$ cat config.mk
export PLATFORM = sky130hd
export DESIGN_NAME = cbs_core_regs
export DESIGN_NICKNAME = d
export VERILOG_FILES = /design/src/verilog/cbs_core_regs.v
export VERILOG_INCLUDE_DIRS = /design/src /design/src/verilog
export SDC_FILE = /design/constraint.sdc
export NUM_CORES = 1
export LEC_CHECK = 0
export ABC_AREA = 0
export BUFFER_PORTS_ARGS = -buffer_cell sky130_fd_sc_hd__clkbuf_2
export CAP_MARGIN = 30
export CORE_AREA = 8 8 104 106
export DETAILED_ROUTE_END_ITERATION = 8
export DIE_AREA = 0 0 112 114
export PLACE_DENSITY = 0.86
export REMOVE_ABC_BUFFERS = 1
export SKIP_CTS_REPAIR_TIMING = 1
export SYNTH_ARGS = -nofsm -noshare
export SYNTH_HDL_FRONTEND = slang
export SYNTH_SLANG_ARGS = --single-unit
$ cat constraint.sdc
create_clock -name CLOCK -period 4.25 [get_ports CLOCK]
set_input_delay 0.85 -clock CLOCK [delete_from_list [all_inputs] [get_ports CLOCK]]
set_output_delay 0.85 -clock CLOCK [all_outputs]
set_load 0.1 [all_outputs]
$ cat src/verilog/cbs_map.vh
// Offsets, field positions, reset values and codes for the core bank and status registers
`ifndef CBS_MAP_VH
`define CBS_MAP_VH
// ****************************************************************
// Register offsets in the special function space
// ****************************************************************
`define CBS_ADDR_BANK_SELECT   8'h04
`define CBS_ADDR_ACCUMULATOR   8'h05
`define CBS_ADDR_PC_LOW_BYTE   8'h06
`define CBS_ADDR_TABLE_PTR_LOW 8'h07
`define CBS_ADDR_TABLE_RES_HI  8'h08
`define CBS_ADDR_TABLE_PTR_HI  8'h09
`define CBS_ADDR_FLAGS_STATUS  8'h0a
`define CBS_SFR_LIMIT          8'h80
// ****************************************************************
// Field positions
// ****************************************************************
`define CBS_BS_PROG_BIT   5
`define CBS_ST_CARRY      0
`define CBS_ST_HALF_CARRY 1
`define CBS_ST_ZERO       2
`define CBS_ST_OVERFLOW   3
`define CBS_ST_POWERDOWN  4
`define CBS_ST_WDT_TO     5
// ****************************************************************
// Masks and reset values
// ****************************************************************
`define CBS_BS_MASK       8'h27
`define CBS_ST_MASK       8'h3f
`define CBS_ST_SW_MASK    8'h0f
`define CBS_BS_RESET      8'h00
`define CBS_DATA_BANK_MAX 3'h5
`define CBS_PROG_BANK0_HI 14'h1fff
`define CBS_PROG_BANK1_LO 14'h2000
`define CBS_PROG_BANK1_HI 14'h2fff
// ****************************************************************
// ALU operation codes
// ****************************************************************
`define CBS_OP_NONE 3'h0
`define CBS_OP_ADD  3'h1
`define CBS_OP_SUB  3'h2
`define CBS_OP_LOGIC 3'h3
`define CBS_OP_RLC  3'h4
`define CBS_OP_RRC  3'h5
`define CBS_OP_MOVE 3'h6
`endif
$ cat src/verilog/cbs_core_regs.v
// Core bank selector, accumulator, program counter low, table and status registers
`timescale 1ns/1ps
`include "cbs_map.vh"
// Operation
// - Bank selector bit 5 picks program bank; bits 0..2 pick data bank.
// - Any reset zeroes data bank, except watchdog reset while powered down.
// - Special function registers decode the same in every data bank.
// - Direct data addressing always reaches bank 0.
// - Three-bit data bank codes 000..101 give banks 0..5; others undefined.
// - Program bank 0 covers 0000H-1FFFH, bank 1 covers 2000H-2FFFH.
// - Two-bit variants: codes 00,01,10 give banks 0..2; 11 bank 3 or undefined.
// - Unimplemented bank selector and status bits read as zero.
// - All ALU results land in the accumulator; moves go through it.
// - Writing pc low byte jumps within page and inserts one dummy cycle.
// - Table read fetches at table pointers; high byte into table result high.
// - Software writes never change watchdog timeout or power-down flags.
// - Watchdog timeout flag cleared by power-up, watchdog clear, halt; set by timeout.
// - Power-down flag cleared by power-up or watchdog clear; set by halt.
// - Carry set on add carry or subtract no-borrow; rotates through carry update it.
// - Half carry set on low-nibble carry or no nibble borrow, else cleared.
// - Zero flag set when arithmetic or logic result is zero.
// - Overflow set when carry into top bit differs from carry out.
// - Status is never saved automatically on interrupt or call.
module cbs_core_regs (
  input  wire        CLOCK,
  input  wire        NRST,
  input  wire        WDT_RST_N,
  input  wire        POR_FLAG,
  input  wire        WR_EN,
  input  wire        RD_EN,
  input  wire [7:0]  ADDR,
  input  wire        INDIRECT,
  input  wire [7:0]  WR_DATA,
  output reg  [7:0]  RD_DATA,
  input  wire [2:0]  ALU_OP,
  input  wire [7:0]  ALU_A,
  input  wire [7:0]  ALU_B,
  input  wire        ACC_LOAD,
  input  wire        WDT_TIMEOUT,
  input  wire        WATCHDOG_CLEAR_INSTR,
  input  wire        HALT_INSTR,
  input  wire        TABLE_READ,
  input  wire [15:0] TABLE_DATA,
  output wire [15:0] TABLE_ADDR,
  input  wire        TWO_BIT_BANKS,
  input  wire        FOUR_BANKS,
  input  wire [12:0] PC_CURRENT,
  output reg         PC_LOAD,
  output reg  [13:0] PC_TARGET,
  output reg         DUMMY_CYCLE,
  output wire [2:0]  DATA_BANK,
  output wire        DATA_BANK_UNDEF,
  output wire        PROG_BANK,
  output wire [13:0] PROG_BASE,
  output wire [7:0]  ACCUMULATOR,
  output wire [7:0]  FLAGS_STATUS
);

  // ****************************************************************
  // Address decode
  // ****************************************************************
  // Special registers ignore the bank selector entirely
  function sfr_hit;
    input [7:0] a;
    input [7:0] reg_addr;
    begin
      sfr_hit = (a == reg_addr);
    end
  endfunction

  // ****************************************************************
  // Synchronised watchdog reset, power-up and timeout levels
  // ****************************************************************
  reg wdt_rst_s1_q;
  reg wdt_rst_s2_q;
  reg por_s1_q;
  reg por_s2_q;
  reg wdt_to_s1_q;
  reg wdt_to_s2_q;

  always @(posedge CLOCK or negedge NRST) begin
    if (!NRST) begin
      wdt_rst_s1_q <= 1'b1;
      wdt_rst_s2_q <= 1'b1;
      por_s1_q     <= 1'b0;
      por_s2_q     <= 1'b0;
      wdt_to_s1_q  <= 1'b0;
      wdt_to_s2_q  <= 1'b0;
    end else begin
      wdt_rst_s1_q <= WDT_RST_N;
      wdt_rst_s2_q <= wdt_rst_s1_q;
      por_s1_q     <= POR_FLAG;
      por_s2_q     <= por_s1_q;
      wdt_to_s1_q  <= WDT_TIMEOUT;
      wdt_to_s2_q  <= wdt_to_s1_q;
    end
  end

  // ****************************************************************
  // Registers
  // ****************************************************************
  reg [2:0]  data_bank_q;
  reg        prog_bank_sel_q;
  reg [7:0]  accumulator_q;
  reg [7:0]  table_ptr_low_q;
  reg [7:0]  table_ptr_high_q;
  reg [7:0]  table_result_high_q;
  reg        wdt_timeout_flag_q;
  reg        powerdown_flag_q;
  reg [3:0]  arith_q;
  reg        por_seen_q;

  wire wr_bs   = WR_EN & ~INDIRECT & sfr_hit(ADDR, `CBS_ADDR_BANK_SELECT);
  wire wr_acc  = WR_EN & ~INDIRECT & sfr_hit(ADDR, `CBS_ADDR_ACCUMULATOR);
  wire wr_pcl  = WR_EN & ~INDIRECT & sfr_hit(ADDR, `CBS_ADDR_PC_LOW_BYTE);
  wire wr_table_ptr_low = WR_EN & ~INDIRECT & sfr_hit(ADDR, `CBS_ADDR_TABLE_PTR_LOW);
  wire wr_table_ptr_high = WR_EN & ~INDIRECT & sfr_hit(ADDR, `CBS_ADDR_TABLE_PTR_HI);
  wire wr_table_result_high = WR_EN & ~INDIRECT & sfr_hit(ADDR, `CBS_ADDR_TABLE_RES_HI);
  wire wr_st   = WR_EN & ~INDIRECT & sfr_hit(ADDR, `CBS_ADDR_FLAGS_STATUS);

  // Watchdog reset while powered down keeps the bank; any other resets it
  wire wdt_reset_evt = ~wdt_rst_s2_q;
  wire keep_bank     = wdt_reset_evt & powerdown_flag_q;

  always @(posedge CLOCK or negedge NRST) begin
    if (!NRST) begin
      data_bank_q     <= 3'h0;
      prog_bank_sel_q <= 1'b0;
    end else if (wdt_reset_evt) begin
      if (!keep_bank) begin
        data_bank_q <= 3'h0;
      end
    end else if (wr_bs) begin
      data_bank_q     <= WR_DATA[2:0];
      prog_bank_sel_q <= WR_DATA[`CBS_BS_PROG_BIT];
    end
  end

  // ****************************************************************
  // ALU flag computation
  // ****************************************************************
  reg [8:0] sum_w;
  reg [4:0] nib_w;
  reg [7:0] res_w;
  reg       c_w;
  reg       ac_w;
  reg       ov_w;
  reg       c_into_msb;
  reg [3:0] arith_d;
  reg       flags_upd;

  always @* begin
    sum_w      = 9'h000;
    nib_w      = 5'h00;
    res_w      = ALU_B;
    c_w        = arith_q[`CBS_ST_CARRY];
    ac_w       = arith_q[`CBS_ST_HALF_CARRY];
    ov_w       = arith_q[`CBS_ST_OVERFLOW];
    c_into_msb = 1'b0;
    flags_upd  = 1'b1;
    case (ALU_OP)
      `CBS_OP_ADD: begin
        sum_w      = {1'b0, ALU_A} + {1'b0, ALU_B};
        nib_w      = {1'b0, ALU_A[3:0]} + {1'b0, ALU_B[3:0]};
        c_into_msb = ALU_A[7] ^ ALU_B[7] ^ sum_w[7];
        res_w      = sum_w[7:0];
        c_w        = sum_w[8];
        ac_w       = nib_w[4];
        ov_w       = c_into_msb ^ sum_w[8];
      end
      `CBS_OP_SUB: begin
        // Subtract as A + ~B + 1, so carry out means no borrow
        sum_w      = {1'b0, ALU_A} + {1'b0, ~ALU_B} + 9'h001;
        nib_w      = {1'b0, ALU_A[3:0]} + {1'b0, ~ALU_B[3:0]} + 5'h01;
        c_into_msb = ALU_A[7] ^ ~ALU_B[7] ^ sum_w[7];
        res_w      = sum_w[7:0];
        c_w        = sum_w[8];
        ac_w       = nib_w[4];
        ov_w       = c_into_msb ^ sum_w[8];
      end
      `CBS_OP_LOGIC: res_w = ALU_B;
      `CBS_OP_RLC: begin
        res_w = {ALU_B[6:0], arith_q[`CBS_ST_CARRY]};
        c_w   = ALU_B[7];
      end
      `CBS_OP_RRC: begin
        res_w = {arith_q[`CBS_ST_CARRY], ALU_B[7:1]};
        c_w   = ALU_B[0];
      end
      default: flags_upd = 1'b0;
    endcase
    arith_d = {ov_w, (res_w == 8'h00), ac_w, c_w};
  end

  // ****************************************************************
  // Accumulator and table registers
  // ****************************************************************
  always @(posedge CLOCK or negedge NRST) begin
    if (!NRST) begin
      accumulator_q       <= 8'h00;
      table_ptr_low_q     <= 8'h00;
      table_ptr_high_q    <= 8'h00;
      table_result_high_q <= 8'h00;
    end else begin
      if (ACC_LOAD) begin
        accumulator_q <= res_w;
      end else if (wr_acc) begin
        accumulator_q <= WR_DATA;
      end
      if (wr_table_ptr_low) begin
        table_ptr_low_q <= WR_DATA;
      end
      if (wr_table_ptr_high) begin
        table_ptr_high_q <= WR_DATA;
      end
      if (TABLE_READ) begin
        table_result_high_q <= TABLE_DATA[15:8];
      end else if (wr_table_result_high) begin
        table_result_high_q <= WR_DATA;
      end
    end
  end

  assign TABLE_ADDR = {table_ptr_high_q, table_ptr_low_q};

  // ****************************************************************
  // Status register
  // ****************************************************************
  // Arithmetic flags are not reset; no storage path to a stack exists
  always @(posedge CLOCK) begin
    if (flags_upd) begin
      arith_q <= arith_d;
    end else if (wr_st) begin
      arith_q <= WR_DATA[3:0];
    end
  end

  // Power-up clears the system flags once, on the first edge that sees the synchronised power-up level
  always @(posedge CLOCK or negedge NRST) begin
    if (!NRST) begin
      por_seen_q         <= 1'b0;
      wdt_timeout_flag_q <= 1'b0;
      powerdown_flag_q   <= 1'b0;
    end else begin
      // Arm only once the synchronised power-up level has arrived
      if (por_s2_q) begin
        por_seen_q <= 1'b1;
      end
      if (por_s2_q && !por_seen_q) begin
        wdt_timeout_flag_q <= 1'b0;
        powerdown_flag_q   <= 1'b0;
      end else begin
        // Timeout wins over a clear in the same cycle
        if (wdt_to_s2_q) begin
          wdt_timeout_flag_q <= 1'b1;
        end else if (WATCHDOG_CLEAR_INSTR || HALT_INSTR) begin
          wdt_timeout_flag_q <= 1'b0;
        end
        if (HALT_INSTR) begin
          powerdown_flag_q <= 1'b1;
        end else if (WATCHDOG_CLEAR_INSTR) begin
          powerdown_flag_q <= 1'b0;
        end
      end
    end
  end

  assign FLAGS_STATUS = {2'b00, wdt_timeout_flag_q, powerdown_flag_q, arith_q};
  assign ACCUMULATOR  = accumulator_q;

  // ****************************************************************
  // Program counter low write
  // ****************************************************************
  always @(posedge CLOCK or negedge NRST) begin
    if (!NRST) begin
      PC_LOAD     <= 1'b0;
      PC_TARGET   <= 14'h0000;
      DUMMY_CYCLE <= 1'b0;
    end else begin
      PC_LOAD     <= wr_pcl;
      DUMMY_CYCLE <= wr_pcl;
      if (wr_pcl) begin
        PC_TARGET <= {prog_bank_sel_q, PC_CURRENT[12:8], WR_DATA};
      end
    end
  end

  // ****************************************************************
  // Bank outputs
  // ****************************************************************
  // Direct accesses ignore the selector
  assign DATA_BANK = INDIRECT ? data_bank_q : 3'h0;
  assign DATA_BANK_UNDEF = TWO_BIT_BANKS ?
                           (data_bank_q[1:0] == 2'b11 && !FOUR_BANKS) :
                           (data_bank_q > `CBS_DATA_BANK_MAX);
  assign PROG_BANK = prog_bank_sel_q;
  assign PROG_BASE = prog_bank_sel_q ? `CBS_PROG_BANK1_LO : 14'h0000;

  // ****************************************************************
  // Read mux
  // ****************************************************************
  always @* begin
    RD_DATA = 8'h00;
    if (RD_EN && !INDIRECT) begin
      case (ADDR)
        `CBS_ADDR_BANK_SELECT:   RD_DATA = {2'b00, prog_bank_sel_q, 2'b00, data_bank_q};
        `CBS_ADDR_ACCUMULATOR:   RD_DATA = accumulator_q;
        `CBS_ADDR_PC_LOW_BYTE:   RD_DATA = PC_CURRENT[7:0];
        `CBS_ADDR_TABLE_PTR_LOW: RD_DATA = table_ptr_low_q;
        `CBS_ADDR_TABLE_RES_HI:  RD_DATA = table_result_high_q;
        `CBS_ADDR_TABLE_PTR_HI:  RD_DATA = table_ptr_high_q;
        `CBS_ADDR_FLAGS_STATUS:  RD_DATA = FLAGS_STATUS;
        default:                 RD_DATA = 8'h00;
      endcase
    end
  end

endmodule // cbs_core_regs

==> results of run 1 <==
[per-stage QoR]
step	setup WS (ns)	util [%]	area (um2)
after global routing	0.283	59.8	5450
after global placement	0.384	57.0	5190
after floorplan	-0.483	-	4270
after CTS	0.363	59.8	5450
after detailed placement	0.357	57.0	5190
final	0.338	59.8	5450
[cell usage after synthesis, types with 3 or more instances]
master | number | share of area [%]
sky130_fd_sc_hd__a22oi_1 | 13 | 2.2
sky130_fd_sc_hd__o21ai_0 | 37 | 4.1
sky130_fd_sc_hd__a22o_1 | 10 | 1.9
sky130_fd_sc_hd__a31oi_1 | 7 | 0.97
sky130_fd_sc_hd__mux2_2 | 19 | 4.8
sky130_fd_sc_hd__mux2i_1 | 16 | 3.6
sky130_fd_sc_hd__nand3_1 | 6 | 0.67
sky130_fd_sc_hd__a21o_1 | 4 | 0.67
sky130_fd_sc_hd__a21boi_0 | 3 | 0.50
sky130_fd_sc_hd__inv_1 | 20 | 1.7
sky130_fd_sc_hd__a21oi_1 | 37 | 4.1
sky130_fd_sc_hd__buf_2 | 11 | 1.2
sky130_fd_sc_hd__o211ai_1 | 4 | 0.67
sky130_fd_sc_hd__and3_1 | 7 | 0.97
sky130_fd_sc_hd__buf_6 | 3 | 0.75
sky130_fd_sc_hd__a221oi_1 | 4 | 0.78
sky130_fd_sc_hd__nor2b_1 | 7 | 0.97
sky130_fd_sc_hd__buf_1 | 3 | 0.25
sky130_fd_sc_hd__or3_1 | 3 | 0.42
sky130_fd_sc_hd__ha_1 | 17 | 4.7
sky130_fd_sc_hd__mux2_4 | 5 | 1.7
sky130_fd_sc_hd__nor2_1 | 32 | 2.7
sky130_fd_sc_hd__and2_1 | 7 | 0.97
sky130_fd_sc_hd__buf_4 | 21 | 3.5
sky130_fd_sc_hd__clkbuf_1 | 6 | 0.50
sky130_fd_sc_hd__a221o_1 | 3 | 0.67
sky130_fd_sc_hd__xnor2_1 | 4 | 0.78
sky130_fd_sc_hd__nand2b_1 | 8 | 1.1
sky130_fd_sc_hd__a211oi_1 | 6 | 1.0
sky130_fd_sc_hd__edfxtp_1 | 4 | 2.7
sky130_fd_sc_hd__nand2_1 | 59 | 4.9
sky130_fd_sc_hd__dfrtp_1 | 58 | 32
[layer usage]
layer | up-vias | track usage [%] | share of wire (%)
met4 | 0 | 11.0 | 2.6
met1 | 2053 | 26.8 | 40
met5 | - | 0 | 0
met2 | 301 | 37.2 | 48
li1 | 1968 | - | -
met3 | 35 | 6.44 | 9.5
[final cells by class]
class | count | area, um2 | area share [%]
Sequential cell | 64 | 1620 | 29.8
Clock buffer | 10 | 138 | 2.53
Clock inverter | 6 | 115 | 2.11
Inverter | 21 | 78.8 | 1.45
Timing Repair Buffer | 131 | 781 | 14.3
Tap cell | 111 | 139 | 2.55
Multi-Input combinational cell | 379 | 2570 | 47.2
[power groups by stage]
stage               Sequential [uW]  Clock (uW)  Combinational, uW
floorplan                       879           0                235
detailed placement              696           0                584
global route                    689         685                627
finish                          686         651                593
global placement                694           0                575
CTS                             685         659                587
[cell families after synthesis]
group | count (synthesis) | share of synthesized area [%]
simple gates | 149 | 16.6
compound gates | 148 | 21.5
buf+inv | 65 | 7.98
flops | 64 | 36.1
mux | 42 | 11.0
fa+ha+maj | 19 | 5.61
xor+xnor | 6 | 1.17
other cells | 1 | 0.0833
[worst max path at each step]
stage             from          to  slack, ns  cells after the start
6_report       ADDR[5]  RD_DATA[0]       0.34                      7
5_1_grt        ADDR[5]  RD_DATA[4]       0.28                      7
4_1_cts        ADDR[5]  RD_DATA[0]       0.36                      7
3_5_place_dp   ADDR[5]  RD_DATA[0]       0.36                      7
3_3_place_gp   ADDR[5]  RD_DATA[0]       0.38                      7
2_1_floorplan  ADDR[5]  RD_DATA[2]      -0.48                      5
[registers in the layout, indices dropped and copies added (netlist names)]
| name | cells |
|---|---|
| por_seen_q | 1 |
| wdt_rst_s2_q | 1 |
| por_s1_q | 1 |
| table_result_high_q | 8 |
| PROG_BANK | 1 |
| wdt_rst_s1_q | 1 |
| ACCUMULATOR | 8 |
| por_s2_q | 1 |
| powerdown_flag_q | 1 |
| wdt_timeout_flag_q | 1 |
| PC_TARGET | 14 |
| table_ptr_high_q | 8 |
| DUMMY_CYCLE | 1 |
| wdt_to_s1_q | 1 |
| arith_q | 4 |
| wdt_to_s2_q | 1 |
| data_bank_q | 3 |
| table_ptr_low_q | 8 |
==> metrics.md, run 1 <==
| Metric | Value |
|---|---|
| Final antenna diode count | `0` |
| Peak supply drop | `0.000138 V` |
| Final hold violation count | `0` |
| Crit-path max FO | `8` |
| Part of the total power dissipated in the clock network | `33.7%` |
| Max-capacitance violation count | `0` |
| Final Total Pwr | `1930 uW` |
| CTS clock-pin slew for the worst setup and hold paths | `0.07 ns` |
| Sequential fraction of the synthesis area | `36.1%` |
| Number of antenna violations at the first check in global routing | `0` |
| Violation count after the first detailed-routing iteration | `517` |
| CTS root buf | `sky130_fd_sc_hd__clkbuf_8` |
| Final Max Tran Viols | `0` |
| Count of flip-flops with a built-in enable after synthesis | `4` |
| Placement Rows | `35` |
| Starting Density | `49.4%` |
| I/O pin total | `153` |
| Portion of total power attributed to combinational logic | `30.7%` |
| Number of stages on the worst hold path | `0` |
| Total of flip-flops plus latches after synthesis | `64` |
| Crit path launch type | `input port` |
| Maximum clock rate | `0.256 GHz` |
| Async set-or-reset flop fraction in the synthesized netlist | `93.8%` |
| Overall die area | `0.0128 mm2` |
| Post-route DRC violation count | `0` |
| Clock buffer depth | `2` |
| Pwr per Cell Area | `354 mW/mm2` |
| Area growth syn-to-layout | `21.0%` |
| Via density | `6.03` |
| Worst reg2reg setup slack | `2.27 ns` |
| Most Frequent Cell on Critical Path | `sky130_fd_sc_hd__a21oi_1` |
| Number of placed instances, taps included | `706` |
| Post-detailed-placement half-perimeter wirelength | `11300 um` |
| Netlist area before placement | `0.00450 mm2` |
| Number of non-filler instances in the completed layout | `722` |
| Final period util | `92.0%` |
| Total via count after detailed routing | `4357` |
| R2R Path Start | `arith_q[0]` |
| Weighted congestion reported at the end of routability-driven placement | `0.913` |
| Core footprint | `0.00911 mm2` |
| TritonCTS clock tree | `yes` |
| Endpoint kind of the worst setup timing path | `output pin` |
| Slew at the pin closest to its max-slew limit | `0.731 ns` |
| Top library cells by usage in the layout, fill and taps aside | `121 x sky130_fd_sc_hd__clkbuf_2, 59 x sky130_fd_sc_hd__nand2_1, 58 x sky130_fd_sc_hd__dfrtp_1, 37 x sky130_fd_sc_hd__a21oi_1, 37 x sky130_fd_sc_hd__o21ai_0` |
| Clock latency on the worst-skew pair | `0.34 ns` |
| Gr ovfl total | `0` |
| Final ANT Viol Nets | `0` |
| Kind of path behind the tightest hold check | `register to register` |
| Largest net degree at the start of global routing | `32` |
| Port buffer count | `129` |
| Sw Pwr | `728 uW` |
| Reg-to-reg endpoint | `arith_q[2]` |
| Max-slew headroom | `51.3%` |
| Clock H-tree levels | `3` |
| Die X | `112 um` |
| Proportion of layout cells with a drive suffix above 1 | `30.3%` |
| Data required time at the worst endpoint | `3.40 ns` |
| Final number of setup-violating endpoints | `0` |
| Top flip-flop cell by instance count after synthesis | `sky130_fd_sc_hd__dfrtp_1` |
| Start-to-end type of the worst setup path | `input port to output pin` |
| Synth cell types | `69` |
| Number of instances in the synthesized netlist | `494` |
| Routed wire length per instance | `20.1 um` |
| Total wire length after detailed routing | `14500 um` |
| Via count of the first global-routing pass | `4482` |
| Clock tree sinks | `64` |
| Worst hold slack | `0.355 ns` |
| Setup repair after global routing missed its margin | `false` |
| Cell internal pwr | `1200 uW` |
| Fill cell total of the finished layout | `773` |
| Cell at the slowest stage of the critical path | `sky130_fd_sc_hd__or4_4` |
| First-pass GRT wire length | `23300 um` |
| Proportion of total power due to net switching | `37.7%` |
| Largest delay share family, worst path | `simple AND/OR/NAND/NOR gates` |
| Final-stage net count | `703` |
| Clock Skew | `0.00530 ns` |
| Share of power burned in registers | `35.6%` |
| Cells traversed along the worst timing path | `clkbuf_2 -> or4_4 -> nor3b_4 -> a21oi_1 -> or3b_1 -> a21oi_1 -> buf_12` |
| Hold path startpoint | `wdt_to_s1_q` |
| Min Clock Period, post-route | `3.91 ns` |
| Vertical extent of the die | `114 um` |
| Largest incremental delay on the critical path | `0.56 ns` |
| Setup tns final | `0 ns` |
| Clock buffers created by TritonCTS | `9` |
| Leading cell type in the layout, fill and taps excluded | `sky130_fd_sc_hd__clkbuf_2` |
| Number of warning messages in the yosys log | `0` |
| Result of the run | `finished, final reports clean` |
| Global router's overall resource usage | `22.6%` |
| Path depth of the worst reg2reg path | `7` |
| Sink of the worst hold path | `wdt_to_s2_q` |
| Static leakage | `0.00273 uW` |
| Mean instance size in the synthesized netlist | `9.11 um2` |
| Critical Path AT | `3.06 ns` |
| Buf+Inv Stages, Crit Path | `2` |
| Length of the first detailed-routing pass in iterations | `5` |
(Power assumes the default switching activity.)
==> run 2: changes to the inputs <==
--- a/config.mk
+++ b/config.mk
@@ -7,12 +7,12 @@
 export NUM_CORES = 1
 export LEC_CHECK = 0
 export ABC_AREA = 0
-export BUFFER_PORTS_ARGS = -buffer_cell sky130_fd_sc_hd__clkbuf_2
 export CAP_MARGIN = 30
 export CORE_AREA = 8 8 104 106
 export DETAILED_ROUTE_END_ITERATION = 8
 export DIE_AREA = 0 0 112 114
-export PLACE_DENSITY = 0.86
+export DONT_BUFFER_PORTS = 1
+export PLACE_DENSITY = 0.71
 export REMOVE_ABC_BUFFERS = 1
 export SKIP_CTS_REPAIR_TIMING = 1
 export SYNTH_ARGS = -nofsm -noshare
==> run 2 against run 1 <==
  * Fmax rose by 2.1%
  * Worst hold slack lost 0.16 ns
  * Power is 6.5% lower
  * Clock skew up 0.0029 ns
  * Utilization fell by 4.8 points
  * Critical path type unchanged
  * First-iteration DRC count is 47% lower
  * Design area is 8.0% lower
  * Die area stayed put
  * Count of clock-buffer cells in the layout did not move
  * Non-clock buffer count decreased by 101
  * Global-route usage is 1.7 points lower
==> metrics.md, run 2 (synthesis gave the netlist of run 1 again) <==
| Metric | Value |
|---|---|
| Gr ovfl total | `0 (unchanged)` |
| Total via count after detailed routing | `3859 (-11%)` |
| Fill cell total of the finished layout | `836 (+8.2%)` |
| Area used by multi-input combinational logic | `0.00261 mm2 (+1.6%)` |
| TritonCTS clock tree | `yes` |
| Area growth syn-to-layout | `11.3%` |
| Length of the first detailed-routing pass in iterations | `5 (unchanged)` |
| Final antenna diode count | `0 (unchanged)` |
| Post-detailed-placement half-perimeter wirelength | `10600 um (-6.6%)` |
| Cell at the slowest stage of the critical path | `sky130_fd_sc_hd__or3b_1` |
| Top library cells by usage in the layout, fill and taps aside | `59 x sky130_fd_sc_hd__nand2_1, 56 x sky130_fd_sc_hd__dfrtp_1, 37 x sky130_fd_sc_hd__o21ai_0, 32 x sky130_fd_sc_hd__nor2_1, 32 x sky130_fd_sc_hd__a21oi_1` |
| Static leakage | `0.00229 uW (-16%)` |
| Final ANT Viol Nets | `0 (unchanged)` |
| Data required time at the worst endpoint | `3.40 ns (about the same)` |
| Cells traversed along the worst timing path | `or4_4 -> nor3b_4 -> a21oi_1 -> or3b_1 -> a31oi_2 -> buf_12` |
| Final-stage net count | `602 (-14%)` |
| Via count of the first global-routing pass | `3861 (-14%)` |
| Result of the run | `finished, final reports clean` |
| Final Max Tran Viols | `0 (unchanged)` |
| Number of antenna violations at the first check in global routing | `0 (unchanged)` |
| CTS clock-pin slew for the worst setup and hold paths | `0.08 ns (about the same)` |
| Clock H-tree levels | `3 (unchanged)` |
| Clock Skew | `0.00822 ns (+0.00292 ns)` |
| Sequential cell area | `0.00163 mm2 (+0.15%)` |
| Number of flip-flops in the largest register | `14 (unchanged)` |
| Clock buffers created by TritonCTS | `9 (unchanged)` |
| Vertical extent of the die | `114 um (unchanged)` |
| Core footprint | `0.00911 mm2 (unchanged)` |
| Clock buffer depth | `2 (unchanged)` |
| Final number of setup-violating endpoints | `0 (unchanged)` |
| Routed wire length per instance | `22.2 um (+11%)` |
| Max-capacitance violation count | `0 (unchanged)` |
| Proportion of layout cells with a drive suffix above 1 | `18.6% (-12 points)` |
| Setup repair after global routing missed its margin | `false` |
| Number of placed instances, taps included | `605 (-14%)` |
| Crit path launch type | `input port` |
| Endpoint kind of the worst setup timing path | `output pin` |
| Kind of path behind the tightest hold check | `input port to asynchronous set/reset pin` |
| Die X | `112 um (unchanged)` |
| Largest incremental delay on the critical path | `0.58 ns (+0.02 ns)` |
| Worst reg2reg setup slack | `2.06 ns (-0.21 ns)` |
| Largest delay share family, worst path | `simple AND/OR/NAND/NOR gates` |
| Start-to-end type of the worst setup path | `input port to output pin` |
| Crit-path max FO | `8 (unchanged)` |
| I/O pin total | `153 (unchanged)` |
| First-pass GRT wire length | `21400 um (-8.4%)` |
| Final instance area | `0.00501 mm2 (-8.0%)` |
| Overall die area | `0.0128 mm2 (unchanged)` |
| Final Core Density | `55.0% (-4.8 points)` |
| Weighted congestion reported at the end of routability-driven placement | `0.907 (-0.65%)` |
| Leading cell type in the layout, fill and taps excluded | `sky130_fd_sc_hd__nand2_1` |
| Largest register by flop count | `PC_TARGET` |
| Port buffer count | `0 (-100%)` |
| Clock tree sinks | `64 (unchanged)` |
| Maximum clock rate | `0.261 GHz (+2.1%)` |
| Via density | `6.21 (+3.0%)` |
| Buf+Inv Stages, Crit Path | `1 (-1)` |
| Min Clock Period, post-route | `3.83 ns (-0.0822 ns)` |
| Clock latency on the worst-skew pair | `0.34 ns (about the same)` |
| Slew at the pin closest to its max-slew limit | `0.973 ns (+0.242 ns)` |
| Post-route DRC violation count | `0 (unchanged)` |
| Total wire length after detailed routing | `13800 um (-4.9%)` |
| Max-slew headroom | `35.1% (-16 points)` |
| CTS root buf | `sky130_fd_sc_hd__clkbuf_8` |
| Global router's overall resource usage | `21.0% (-1.7 points)` |
| Peak supply drop | `0.000157 V (+14%)` |
| Setup tns final | `0 ns (unchanged)` |
| Critical Path AT | `2.98 ns (-0.08 ns)` |
| Violation count after the first detailed-routing iteration | `276 (-47%)` |
| Final period util | `90.1% (-1.9 points)` |
| Final hold violation count | `0 (unchanged)` |
| Instance area at placement | `0.00478 mm2 (-7.9%)` |
| Starting Density | `49.4% (unchanged)` |
| Number of non-filler instances in the completed layout | `621 (-14%)` |
| Largest net degree at the start of global routing | `61 (+91%)` |
| Pwr per Cell Area | `360 mW/mm2 (+1.7%)` |
| Placement Rows | `35 (unchanged)` |
## run 2: cell count changes in the layout (fill, tap and decap cells not counted)
| cell | before | now |
|---|---|---|
| sky130_fd_sc_hd__clkbuf_2 | 121 | 0 |
| sky130_fd_sc_hd__buf_4 | 2 | 22 |
| sky130_fd_sc_hd__clkinv_4 | 1 | 0 |
| sky130_fd_sc_hd__bufinv_16 | 3 | 2 |
| sky130_fd_sc_hd__a21boi_2 | 0 | 1 |
| sky130_fd_sc_hd__clkinvlp_4 | 1 | 3 |
| sky130_fd_sc_hd__a21oi_1 | 37 | 32 |
| sky130_fd_sc_hd__a21boi_0 | 3 | 2 |
| sky130_fd_sc_hd__dfrtp_2 | 0 | 2 |
| sky130_fd_sc_hd__dfrtp_1 | 58 | 56 |
| sky130_fd_sc_hd__a31oi_1 | 7 | 4 |
| sky130_fd_sc_hd__a31oi_2 | 0 | 3 |
| sky130_fd_sc_hd__a21oi_2 | 0 | 5 |
## run 2: worst paths after layout
check / from / depth (start not counted) / to
max: ADDR[5] / 6 / RD_DATA[2]
min in group CLOCK: wdt_to_s1_q / 0 / wdt_to_s2_q
max in group asynchronous: NRST / 0 / wdt_rst_s2_q
min: NRST / 0 / wdt_timeout_flag_q
max reg2reg: arith_q[0] / 8 / arith_q[2]
min reg2reg: wdt_to_s1_q / 0 / wdt_to_s2_q
## run 2: power breakdown
part	internal, uW	switching [uW]
clock	348	252
sequential	652	76.1
combinational	127	350
total	1130	679
## run 2: cell type report
class | count | area share, %
Tap cell | 111 | 2.77
Sequential cell | 64 | 32.5
Clock buffer | 10 | 2.75
Timing Repair Buffer | 30 | 6.49
Multi-Input combinational cell | 379 | 52.1
Clock inverter | 6 | 1.82
Inverter | 21 | 1.57
## run 2: per-layer routing
metal / global-route usage, % / part of all wire (%) / vias up / routed length (um)
li1: - / - / 1769 / -
met1: 24.2 / 39 / 1869 / 5440
met2: 36.6 / 50 / 199 / 6860
met3: 5.07 / 8.8 / 22 / 1210
met4: 8.72 / 2.1 / 0 / 296
met5: 0 / 0 / - / 0
## run 2: metrics by stage
step / setup WS, ns / hold slack, ns / total power [uW]
final: 0.420 / 0.192 / 1800
after detailed placement: 0.441 / 0.336 / 1210
after global routing: 0.355 / 0.181 / 1860
after floorplan: -0.483 / 0.331 / 1110
after CTS: 0.435 / 0.183 / 1810
after global placement: 0.477 / 0.333 / 1200
